==> src/mg_pkg.sv <==
// constants shared by the magnetometer register bank and its testbench
// assumes a single 40 MHz core clock and an active low asynchronous reset
package mg_pkg;
  localparam real CLK_PERIOD_NS = 25.0;

  // register offsets on the serial interface
  localparam logic [6:0] ADDR_CHIP_ID = 7'h40;
  localparam logic [6:0] ADDR_Z_LOW = 7'h46;
  localparam logic [6:0] ADDR_Z_HIGH = 7'h47;
  localparam logic [6:0] ADDR_HALL_LOW = 7'h48;
  localparam logic [6:0] ADDR_HALL_HIGH = 7'h49;
  localparam logic [6:0] ADDR_IRQ_FLAGS = 7'h4a;
  localparam logic [6:0] ADDR_POWER = 7'h4b;
  localparam logic [6:0] ADDR_MODE = 7'h4c;

  // power_reset_ctrl field positions
  localparam int PWR_ON_BIT = 0;
  localparam int SRST_LO_BIT = 1;
  localparam int THREE_WIRE_BIT = 2;
  localparam int SRST_HI_BIT = 7;

  // mode_rate_selftest_ctrl field positions
  localparam int MODE_SELFTEST_BIT = 0;
  localparam int MODE_OP_LSB = 1;
  localparam int MODE_RATE_LSB = 3;
  localparam int MODE_ADV_LSB = 6;

  // values after reset, and the op mode codes
  localparam logic [7:0] MODE_RST = 8'h06;
  localparam logic Z_SELFTEST_RST = 1'b1;
  localparam logic [1:0] OPMODE_NORMAL = 2'h0;
  localparam logic [1:0] OPMODE_FORCED = 2'h1;
  localparam logic [1:0] OPMODE_SLEEP = 2'h3;
  localparam logic [2:0] RATE_10HZ = 3'h0;

  // soft reset run length in core clock cycles
  localparam logic [2:0] SRST_CYCLES = 3'h4;

  typedef enum logic {
    SR_IDLE = 1'b0,
    SR_RUN = 1'b1
  } mg_sr_state_t;

  // serial frame phase: address byte, then write or read data bytes
  typedef enum logic [1:0] {
    PH_ADDR = 2'b00,
    PH_WDATA = 2'b01,
    PH_RDATA = 2'b11
  } mg_phase_t;
endpackage

==> src/mg_pins_if.sv <==
// synchronised serial pins passed from the synchroniser to the register bank
// assumes all members are already on the core clock
`timescale 1ns/1ps
interface mg_pins_if;
  logic csb;
  logic sck;
  logic sdi;
  modport sync (output csb, output sck, output sdi);
  modport core (input csb, input sck, input sdi);
endinterface

==> src/mg_pin_sync.sv <==
// two-flop synchroniser for the serial interface pins
// assumes the pins are asynchronous to the core clock
`timescale 1ns/1ps
module mg_pin_sync (
  input wire logic clk,
  input wire logic rst_b,
  input wire logic csb_raw,
  input wire logic sck_raw,
  input wire logic sdi_raw,
  mg_pins_if.sync pins
);
  // csb resets high so no frame appears to start during reset
  localparam logic [2:0] SYNC_RST = 3'h4;
  logic [2:0] meta_ff;
  logic [2:0] sync_ff;

  always_ff @(posedge clk or negedge rst_b) begin
    if (!rst_b) begin
      meta_ff <= SYNC_RST;
      sync_ff <= SYNC_RST;
    end else begin
      meta_ff <= {csb_raw, sck_raw, sdi_raw};
      sync_ff <= meta_ff;
    end
  end

  assign pins.csb = sync_ff[2];
  assign pins.sck = sync_ff[1];
  assign pins.sdi = sync_ff[0];
endmodule

==> src/mg_regbank.sv <==
// register bank of the three-axis magnetometer: data, status, power and mode registers
// assumes sample and event inputs come from sensor logic on MCLK; serial pins are asynchronous
//
// What this block does
// - z sample bits 6..0 appear in z low register bits 7..1.
// - z low register bit 0 is the z self-test flag, one by default.
// - z sample bits 14..7 appear in z high register bits 7..0.
// - hall sample bits 5..0 in hall low bits 7..2; bit 1 reads zero.
// - hall sample bits 13..6 appear in hall high register bits 7..0.
// - hall low register bit 0 shows the sample-ready status.
// - irq flags: overrun, overflow, high z/y/x, low z/y/x from bit 7 down.
// - power register stays accessible in suspend; others read zero there.
// - soft reset only when a write sets both bit 7 and bit 1.
// - soft reset restores defaults except power register; not a full power-on.
// - soft reset always ends in sleep mode.
// - soft reset requested in suspend is ignored; device stays suspended.
// - both soft reset trigger bits clear themselves when reset finishes.
// - suspend then sleep transition runs the full power-on reset.
// - power register bit 2 picks three-wire serial when one, four-wire when zero.
// - power bit one leaves suspend, zero returns to suspend; bits 6..3 read zero.
// - mode register: adv self-test 7:6, rate 5:3, op mode 2:1, self-test 0.
// - rate codes 0..7 give 10, 2, 6, 8, 15, 20, 25, 30 Hz.
// - op mode 00 normal, 01 forced, 11 sleep.
// - latched interrupt output holds until irq flags register is read.
// - identification register reads only while the power bit is one.
`timescale 1ns/1ps
module mg_regbank
  import mg_pkg::*;
#(
  parameter logic [7:0] CHIP_ID = 8'h5a // arbitrary identification value
) (
  input wire logic MCLK,
  input wire logic RST_B,
  input wire logic CSB,
  input wire logic SCK,
  input wire logic SDI,
  output logic SDO_O,
  output logic SDO_OE,
  output logic SDX_O,
  output logic SDX_OE,
  input wire logic [14:0] Z_SAMPLE,
  input wire logic Z_ST_RESULT,
  input wire logic [13:0] HALL_SAMPLE,
  input wire logic SAMPLE_VALID,
  input wire logic [7:0] IRQ_EVENTS,
  input wire logic INT_LATCH,
  output logic POWER_ON,
  output logic THREE_WIRE,
  output logic [1:0] OP_MODE,
  output logic [2:0] OUTPUT_RATE,
  output logic [1:0] ADV_SELFTEST,
  output logic SELFTEST_TRIG,
  output logic SOFT_RESET_DONE,
  output logic POR_PULSE,
  output logic INT_OUT
);
  mg_pins_if pins ();

  mg_pin_sync u_sync (
    .clk(MCLK),
    .rst_b(RST_B),
    .csb_raw(CSB),
    .sck_raw(SCK),
    .sdi_raw(SDI),
    .pins(pins.sync)
  );

  // serial frame engine
  logic sck_d_ff;
  logic [2:0] bit_cnt_ff;
  logic [6:0] rx_ff;
  logic [6:0] addr_ff;
  mg_phase_t phase_ff;
  logic [7:0] tx_ff;
  logic out_ff;
  logic active;
  logic sck_rise;
  logic sck_fall;
  logic byte_done;
  logic [7:0] rx_byte;
  logic [6:0] rd_addr;
  logic rd_strobe;
  logic [7:0] rd_byte;
  logic wr_en;
  logic [6:0] nxt_addr;

  // register state
  logic power_ff;
  logic three_wire_ff;
  logic srst_hi_ff;
  logic srst_lo_ff;
  logic [7:0] mode_ff;
  logic [14:0] z_ff;
  logic zst_ff;
  logic [13:0] hall_ff;
  logic sample_ready_ff;
  logic [7:0] irq_ff;
  logic [7:0] nxt_irq;
  logic int_ff;
  mg_sr_state_t sr_state_ff;
  logic [2:0] sr_cnt_ff;
  logic sr_done_ff;
  logic por_ff;
  logic wr_power;
  logic wr_other;
  logic sr_start;
  logic sr_done;
  logic por_go;
  logic clr_all;
  logic irq_read;
  logic pend_irq_ff, pend_rdy_ff;

  assign active = ~pins.csb;
  assign sck_rise = active & pins.sck & ~sck_d_ff;
  assign sck_fall = active & ~pins.sck & sck_d_ff;
  assign byte_done = sck_rise & (bit_cnt_ff == 3'h7);
  assign rx_byte = {rx_ff, pins.sdi};
  assign nxt_addr = addr_ff + 7'h01;
  assign rd_addr = (phase_ff == PH_ADDR) ? rx_byte[6:0] : nxt_addr;
  assign rd_strobe = byte_done & ((phase_ff == PH_ADDR) ? rx_byte[7] : (phase_ff == PH_RDATA));
  assign wr_en = byte_done & (phase_ff == PH_WDATA);

  // everything but the power register is closed in suspend
  function automatic logic [7:0] reg_value(input logic [6:0] a);
    logic [7:0] v;
    v = 8'h00;
    if (power_ff || a == ADDR_POWER) begin
      unique case (a)
        ADDR_CHIP_ID: v = CHIP_ID;
        ADDR_Z_LOW: v = {z_ff[6:0], zst_ff};
        ADDR_Z_HIGH: v = z_ff[14:7];
        ADDR_HALL_LOW: v = {hall_ff[5:0], 1'b0, sample_ready_ff};
        ADDR_HALL_HIGH: v = hall_ff[13:6];
        ADDR_IRQ_FLAGS: v = irq_ff;
        ADDR_POWER: v = {srst_hi_ff, 4'h0, three_wire_ff, srst_lo_ff, power_ff};
        ADDR_MODE: v = mode_ff;
        default: v = 8'h00;
      endcase
    end
    return v;
  endfunction

  assign rd_byte = reg_value(rd_addr);

  always_ff @(posedge MCLK or negedge RST_B) begin
    if (!RST_B) begin
      sck_d_ff <= 1'b0;
    end else begin
      sck_d_ff <= pins.sck;
    end
  end

  always_ff @(posedge MCLK or negedge RST_B) begin
    if (!RST_B) begin
      bit_cnt_ff <= 3'h0;
      rx_ff <= 7'h00;
      phase_ff <= PH_ADDR;
      addr_ff <= 7'h00;
    end else if (!active) begin
      bit_cnt_ff <= 3'h0;
      phase_ff <= PH_ADDR;
    end else if (sck_rise) begin
      bit_cnt_ff <= bit_cnt_ff + 3'h1;
      rx_ff <= rx_byte[6:0];
      if (byte_done) begin
        if (phase_ff == PH_ADDR) begin
          addr_ff <= rx_byte[6:0];
          phase_ff <= rx_byte[7] ? PH_RDATA : PH_WDATA;
        end else begin
          addr_ff <= nxt_addr;
        end
      end
    end
  end

  // msb first on falling edges; read side effects wait for the host's first sampled bit, not the prefetch
  always_ff @(posedge MCLK or negedge RST_B) begin
    if (!RST_B) begin
      tx_ff <= 8'h00;
      out_ff <= 1'b0;
      pend_irq_ff <= 1'b0;
      pend_rdy_ff <= 1'b0;
    end else if (rd_strobe) begin
      tx_ff <= rd_byte;
      pend_irq_ff <= power_ff & (rd_addr == ADDR_IRQ_FLAGS);
      pend_rdy_ff <= power_ff & (rd_addr == ADDR_HALL_HIGH);
    end else if (sck_fall && phase_ff == PH_RDATA) begin
      out_ff <= tx_ff[7];
      tx_ff <= {tx_ff[6:0], 1'b0};
    end
  end

  assign SDO_O = out_ff;
  assign SDX_O = out_ff;
  assign SDO_OE = active & (phase_ff == PH_RDATA) & ~three_wire_ff;
  assign SDX_OE = active & (phase_ff == PH_RDATA) & three_wire_ff;

  // write decode: only the power register is writable in suspend
  assign wr_power = wr_en & (addr_ff == ADDR_POWER);
  assign wr_other = wr_en & power_ff;
  assign sr_start = wr_power & rx_byte[SRST_HI_BIT] & rx_byte[SRST_LO_BIT]
                    & rx_byte[PWR_ON_BIT] & power_ff & (sr_state_ff == SR_IDLE);
  assign sr_done = (sr_state_ff == SR_RUN) & (sr_cnt_ff == SRST_CYCLES - 3'h1);
  assign por_go = wr_power & ~power_ff & rx_byte[PWR_ON_BIT];
  assign clr_all = sr_done | por_go;
  assign irq_read = pend_irq_ff & sck_rise & (phase_ff == PH_RDATA) & (bit_cnt_ff == 3'h0);

  always_ff @(posedge MCLK or negedge RST_B) begin
    if (!RST_B) begin
      sr_state_ff <= SR_IDLE;
      sr_cnt_ff <= 3'h0;
      sr_done_ff <= 1'b0;
      por_ff <= 1'b0;
    end else begin
      sr_done_ff <= sr_done;
      por_ff <= por_go;
      unique case (sr_state_ff)
        SR_IDLE: begin
          sr_cnt_ff <= 3'h0;
          if (sr_start) begin
            sr_state_ff <= SR_RUN;
          end
        end
        SR_RUN: begin
          sr_cnt_ff <= sr_cnt_ff + 3'h1;
          if (sr_done) begin
            sr_state_ff <= SR_IDLE;
          end
        end
      endcase
    end
  end

  // power register survives soft reset; trigger bits are dropped in suspend
  always_ff @(posedge MCLK or negedge RST_B) begin
    if (!RST_B) begin
      power_ff <= 1'b0;
      three_wire_ff <= 1'b0;
      srst_hi_ff <= 1'b0;
      srst_lo_ff <= 1'b0;
    end else if (wr_power) begin
      power_ff <= rx_byte[PWR_ON_BIT];
      three_wire_ff <= rx_byte[THREE_WIRE_BIT];
      srst_hi_ff <= rx_byte[SRST_HI_BIT] & power_ff & rx_byte[PWR_ON_BIT];
      srst_lo_ff <= rx_byte[SRST_LO_BIT] & power_ff & rx_byte[PWR_ON_BIT];
    end else if (sr_done) begin
      srst_hi_ff <= 1'b0;
      srst_lo_ff <= 1'b0;
    end
  end

  always_ff @(posedge MCLK or negedge RST_B) begin
    if (!RST_B) begin
      mode_ff <= MODE_RST;
    end else if (clr_all) begin
      mode_ff <= MODE_RST;
    end else if (wr_other && addr_ff == ADDR_MODE) begin
      mode_ff <= rx_byte;
    end
  end

  // sample registers only load from the sensor side, never from the host
  always_ff @(posedge MCLK or negedge RST_B) begin
    if (!RST_B) begin
      z_ff <= 15'h0000;
      zst_ff <= Z_SELFTEST_RST;
      hall_ff <= 14'h0000;
    end else if (clr_all) begin
      z_ff <= 15'h0000;
      zst_ff <= Z_SELFTEST_RST;
      hall_ff <= 14'h0000;
    end else if (SAMPLE_VALID && power_ff) begin
      z_ff <= Z_SAMPLE;
      zst_ff <= Z_ST_RESULT;
      hall_ff <= HALL_SAMPLE;
    end
  end

  // ready is cleared by reading the last data byte; a new sample wins
  always_ff @(posedge MCLK or negedge RST_B) begin
    if (!RST_B) begin
      sample_ready_ff <= 1'b0;
    end else if (clr_all) begin
      sample_ready_ff <= 1'b0;
    end else if (SAMPLE_VALID && power_ff) begin
      sample_ready_ff <= 1'b1;
    end else if (pend_rdy_ff && sck_rise && phase_ff == PH_RDATA && bit_cnt_ff == 3'h0) begin
      sample_ready_ff <= 1'b0;
    end
  end

  // in latched mode a read clears only the flags the host saw; an event in that cycle stays set
  always_comb begin
    if (INT_LATCH) begin
      nxt_irq = (irq_ff & ~({8{irq_read}} & {out_ff, tx_ff[7:1]})) | IRQ_EVENTS;
    end else begin
      nxt_irq = IRQ_EVENTS;
    end
  end

  always_ff @(posedge MCLK or negedge RST_B) begin
    if (!RST_B) begin
      irq_ff <= 8'h00;
      int_ff <= 1'b0;
    end else if (clr_all) begin
      irq_ff <= 8'h00;
      int_ff <= 1'b0;
    end else begin
      irq_ff <= nxt_irq;
      int_ff <= |nxt_irq;
    end
  end

  assign POWER_ON = power_ff;
  assign THREE_WIRE = three_wire_ff;
  assign OP_MODE = mode_ff[MODE_OP_LSB +: 2];
  assign OUTPUT_RATE = mode_ff[MODE_RATE_LSB +: 3];
  assign ADV_SELFTEST = mode_ff[MODE_ADV_LSB +: 2];
  assign SELFTEST_TRIG = mode_ff[MODE_SELFTEST_BIT];
  assign SOFT_RESET_DONE = sr_done_ff;
  assign POR_PULSE = por_ff;
  assign INT_OUT = int_ff;
endmodule

==> config.mk <==
export PLATFORM = sky130hd
export DESIGN_NAME = mg_regbank
export DESIGN_NICKNAME = d
export VERILOG_FILES = /design/src/mg_pkg.sv /design/src/mg_pins_if.sv /design/src/mg_pin_sync.sv /design/src/mg_regbank.sv
export SDC_FILE = /design/constraint.sdc
export NUM_CORES = 1
export LEC_CHECK = 0
export BUFFER_PORTS_ARGS = -buffer_cell sky130_fd_sc_hd__buf_2
export CAP_MARGIN = 20
export CORE_ASPECT_RATIO = 1.2
export CORE_MARGIN = 2
export CORE_UTILIZATION = 50
export CTS_CLUSTER_DIAMETER = 200
export DETAILED_ROUTE_END_ITERATION = 8
export HOLD_SLACK_MARGIN = 0.05
export PLACE_DENSITY_LB_ADDON = 0.2
export SYNTH_ARGS = -nofsm -noshare
export SYNTH_HDL_FRONTEND = slang
export SYNTH_SLANG_ARGS = --single-unit
==> constraint.sdc <==
create_clock -name MCLK -period 2.4 [get_ports MCLK]
set_input_delay 0.24 -clock MCLK [delete_from_list [all_inputs] [get_ports MCLK]]
set_output_delay 0.24 -clock MCLK [all_outputs]
set_load 0.05 [all_outputs]
# Yosys cells after proc, flatten, opt, wreduce, memory -nomap -nowiden
# Index checks and enable logic that the tools add are counted.
dict set report classes {
  add_sub_neg 3
  eq_ne 14
  mux 34
  n_bitwise 41
  reduce_logical 22
}
# operator count
set op_table {}
lappend op_table {{equality test 7 bit, second input constant} 10}
lappend op_table {{one-hot mux 8 bit (8 select lines)} 1}
lappend op_table {{two-way mux 8 bit} 7}
lappend op_table {{two-way mux 15 bit} 2}
lappend op_table {{AND 1 bit} 29}
lappend op_table {{two-way mux 14 bit} 2}
lappend op_table {{AND 8 bit} 2}
lappend op_table {{nonzero test 2 bit} 7}
lappend op_table {{two-way mux 1 bit} 12}
lappend op_table {{two-way mux 2 bit} 5}
lappend op_table {{NOT 8 bit} 1}
lappend op_table {{bitwise OR 8 bit} 1}
lappend op_table {{OR reduction 8 bit} 1}
lappend op_table {{adder 7 x 1 -> 7 bit, second input constant} 1}
lappend op_table {{two-way mux 7 bit} 1}
lappend op_table {{NOT 1 bit} 7}
lappend op_table {{adder 3 x 1 -> 3 bit, second input constant} 2}
lappend op_table {{logical AND 1 bit} 6}
lappend op_table {{two-way mux 3 bit} 2}
lappend op_table {{one-hot mux 3 bit (2 select lines)} 1}
lappend op_table {{AND reduction 3 bit} 2}
lappend op_table {{AND reduction 2 bit} 2}
lappend op_table {{equality test 3 x 2 -> 1 bit, second input constant} 1}
lappend op_table {{equality test 3 bit, second input constant} 1}
lappend op_table {{other kinds (8)} 8}
dict set report word_totals {
  ff_bits 95
  input_bits 45
  output_inout_bits 17
  wordCells 140
}

# Longest topological paths before layout
dict set report logic_depth {
  ltp_word 13
  mapped_depth 10
  mapped_depth_nobuf 9
}

# By module
# A second synthesis with hierarchy kept.
dict set report unflattened {
  hier_cells 437
  hier_area_um2 4662.0
}
# mod n_inst cells_each area_each_um2 seq_area_each_um2
set modules_own_cells {}
lappend modules_own_cells {mg_regbank 1 431 4509.3 2230.9}
lappend modules_own_cells {mg_pin_sync 1 6 152.6 152.6}

# Worst setup path before layout
# OpenSTA, ideal clock, no wires.
dict set report synth_timing {
  kind {reg2reg}
  start {reg addr_ff[0]}
  end {reg tx_ff[1]}
  setup_ps 87
  t_arrival_ps 2548
  required_time_ps 2313
  slack_ps -235
  path_stages_with_launch 7
  path_buffers 0
  synth_period_minus_slack_ps 2635
  path_cell_list {dfrtp_1 > inv_1 > ha_1 > o31ai_2 > nor4b_1 > a211oi_1 > a211oi_2}
}
dict set report synth_via {
  elab_chain_len 6
  elab_cells_between_ends 14
  classes_between {add/sub: 1; eq/ne: 8; mux: 4; reduce/logical: 1}
}
# item line_no
set synth_lines {}
lappend synth_lines {{from (decl)} mg_regbank.sv:72} ;# logic [6:0] addr_ff;
lappend synth_lines {{from (signal assigned)} mg_regbank.sv:167} ;# addr_ff <= rx_byte[6:0];
lappend synth_lines {{from (signal assigned)} mg_regbank.sv:170} ;# addr_ff <= nxt_addr;
lappend synth_lines {{adder 7 x 1 -> 7 bit *} mg_regbank.sv:118} ;# assign nxt_addr = addr_ff + 7'h01;
lappend synth_lines {{two-way mux 7 bit *} mg_regbank.sv:119} ;# assign rd_addr = (phase_ff == PH_ADDR) ? rx_byte[6:0] : nxt_addr;
lappend synth_lines {{equality test 7 bit, on equally long branches} {mg_regbank.sv:128, mg_regbank.sv:127}}
lappend synth_lines {{one-hot mux 8 bit (8 select lines) or logical OR 1 bit (tied branches)} {mg_regbank.sv:128, mg_regbank.sv:127}}
lappend synth_lines {{two-way mux 8 bit *} mg_regbank.sv:127} ;# if (power_ff || a == ADDR_POWER) begin
lappend synth_lines {{two-way mux 8 bit *} mg_regbank.sv:183} ;# end else if (rd_strobe) begin
lappend synth_lines {{to (signal assigned)} mg_regbank.sv:184} ;# tx_ff <= rd_byte;
lappend synth_lines {{to (signal assigned)} mg_regbank.sv:189} ;# tx_ff <= {tx_ff[6:0], 1'b0};
lappend synth_lines {{to (decl)} mg_regbank.sv:74} ;# logic [7:0] tx_ff;
# Every way passes the cells marked *; elsewhere a longest branch is shown, timed or not.
# A chain may end at the register's enable or synchronous reset.

# Worst setup path in the final report
# Same ends and word-level chain as after synthesis.

==> metrics.yaml <==
status: "finished, final reports clean"
area_growth_pct: 24.2
slew_headroom_pct: 59.5
insertedDiodeCount: 0
netlist_top_cells_count: "dfrtp_1 (90), nor2_1 (39), nand2_1 (31), a22o_1 (29), a21oi_1 (18)"
cts_buffer_depth: 2
gp_congestion: 0.887
synthCells: 415
ios: 62
critPathRequiredTime_ns: 2.69
grt_antenna_before_repair: 0
powerDensity_nw_per_um2: 593
fin_crit_ns: 2.35
cp.arrival_ns: 2.64
skew_ns: 0.00643
ys_seq_area_share_pct: 53.6
cts.sinks: 95
layout-drive-gt1-share_pct: 32.0
max_stage_delay_ns: 0.54
yosysMostFrequentCell: "dfrtp_1"
firstDrtPassIters: 5
die_w_um: 90.1
final_antenna_net_count: 0
crit_path_end_kind: "flop"
placed_area_um2: 5120
p_seq_share_pct: 53.6
clk_pin_slew_ns: 0.09
holdWs_ns: 0.0781
synth_edf_count: 0
worst_setup_path_start_kind: "flop"
maxCapViolations: 0
die_area_um2: 9660
switching_share_pct: 26.1
grt_pass1_vias: 3604
p_clk_share_pct: 32.9
min-delay-path-class: "input port to flop"
fillers: 746
wl_per_cell_um: 18.4
internal-power_mw: 2.42
cts_tree: "built"
yosys.area.top_type: "dfrtp_1"
die_h_um: 107
setup_viol: 0
p_leak_nw: 2.52
vias_per_cell: 5.84
synthArstFlopShare_pct: 100
dr.first_iter.drc_count: 261
finalMaxSlewViolations: 0
synth-seq-cells: 95
mappedNetlistNets: 467
fin_crit_sh_pct: 98.0
fp.coreArea_um2: 8610
finalInstanceArea_um2: 5520
syn_area_um2: 4450
synth.top_cell.area_share_pct: 50.7
grt_max_degree: 49
yosys-top-cells-area: "dfrtp_1 (51%), a22o_1 (5.7%), nor2_1 (3.3%)"
worst-setup-path-type: "flop to flop"
synthFlopType: "dfrtp_1"
crit_chain: "ha_4, nand2_1, o31ai_4, nor2_2, or4b_4, o22a_1, a211o_4, a211oi_2"
vias: 3688
fmax_ghz: 0.425
grt_util_all_layers_pct: 24.3
cts_htree_levels: 3
critPathSlowestCell: "or4b_4"
rsz0062_at_grt: "true"
grt.overflow.total: 0
start_util_pct: 51.6
nets: 562
drt-total-wl_um: 11600
clock_latency_ns: 0.37
switchingPower_mw: 0.854
io_buffer_count: 61
synth_cell_types: 60
cp_max_fo: 8
drc: 0
combPwrFrac_pct: 13.5
hpwlAfterDp_um: 8170
tightest_slew_ns: 0.607
ir_drop_v: 0.000387
avgSynthCellArea_um2: 10.7
cts_buffers: 9
grt_first_pass_wirelength_um: 18100
hold_viol_final: 0
yosysWarnings: 0
rows: 37
clock-root-buffer: "clkbuf_8"
[sequential cells by signal, indices dropped and copies added (netlist names), 2 cells and up]
name            count
hall_ff            14
tx_ff               8
u_sync.meta_ff      3
phase_ff            2
irq_ff              8
addr_ff             7
z_ff               15
mode_ff             8
rx_ff               7
sr_cnt_ff           3
u_sync.sync_ff      3
bit_cnt_ff          3
[metal layers]
metal	routed length (um)	global-route usage, %	vias to the layer above	part of all wire [%]
li1	-	-	1731	-
met1	4950	30.7	1818	43
met2	5840	41.1	119	50
met3	502	3.99	20	4.3
met4	335	11.6	0	2.9
met5	0	0	-	0
[worst paths after layout]
path | from | end | slack (ns) | cells past startpoint
hold reg to reg | u_sync.meta_ff[0] | u_sync.sync_ff[0] | 0.36 | 0
setup / recovery | addr_ff[0] | tx_ff[1] | 0.05 | 8
hold / removal | Z_SAMPLE[3] | z_ff[3] | 0.08 | 2
max in group asynchronous | RST_B | mode_ff[1] | 1.27 | 3
setup reg to reg | addr_ff[0] | tx_ff[1] | 0.05 | 8
min in group asynchronous | RST_B | bit_cnt_ff[0] | 0.43 | 2
[logic make-up after synthesis]
group | count (synthesis) | share of synthesized area, %
compound gates | 132 | 21.2
simple gates | 126 | 14.6
flops | 95 | 53.6
buf+inv | 35 | 3.91
mux | 17 | 4.05
fa+ha+maj | 7 | 1.97
xor+xnor | 3 | 0.591
[cell usage in the layout (no fill, tap or decap), types with 11 or more instances in the layout]
cell      count
buf_4        41
o21ai_0      14
dfrtp_1      87
a21oi_1      18
a22oi_1      14
nand2_1      31
a22o_1       29
clkbuf_8     11
nor2_1       36
buf_2        60
o22ai_1      12
[worst max-delay path, delay by kind of cell, from the launching register on]
kind,cells,cell delay (ns)
adders and majority gates,1,0.17
AOI/OAI and AO/OA,4,0.93
DFF,1,0.43
and+or+nand+nor,3,0.72
[timing repair]
action | CTS | global route
endpoints found under the hold margin | 46 | 0
gates resized for setup | 1 | 15
hold buffers | 4 | 0
endpoints found under the setup margin | 1 | 38
cloned | 0 | 3
pin swaps | 0 | 9
buffers inserted | 0 | 4
[through the flow]
stage          setup slack [ns]  cells  utilization [%]  setup TNS (ns)  total power, mW
5_1_grt                 -0.0608    632             64.1          -0.435             3.41
4_1_cts                  0.0231    625             62.4               0             3.29
3_3_place_gp             0.0429    605             59.5               0             2.20
3_5_place_dp            0.00155    605             59.5               0             2.21
2_1_floorplan           -0.0443    415                -         -0.0443             1.98
6_report                 0.0489    632             64.1               0             3.27
[cell type report]
type,count,area [um2],area share (%)
clock buffers,13,159,2.88
inverters,9,33.8,0.612
well taps,117,146,2.65
multi-input cells,285,2000,36.3
clock inverters,3,42.5,0.770
repair buffers,110,749,13.6
flip-flops and latches,95,2390,43.2
[power by group through the flow]
stage               clock network, mW  logic (mW)  registers [mW]
global route                     1.16       0.486            1.76
floorplan                           0       0.233            1.75
global placement                    0       0.414            1.79
finish                           1.08       0.442            1.75
detailed placement                  0       0.420            1.79
CTS                              1.10       0.429            1.76
Power figures use the tool's default switching activity.
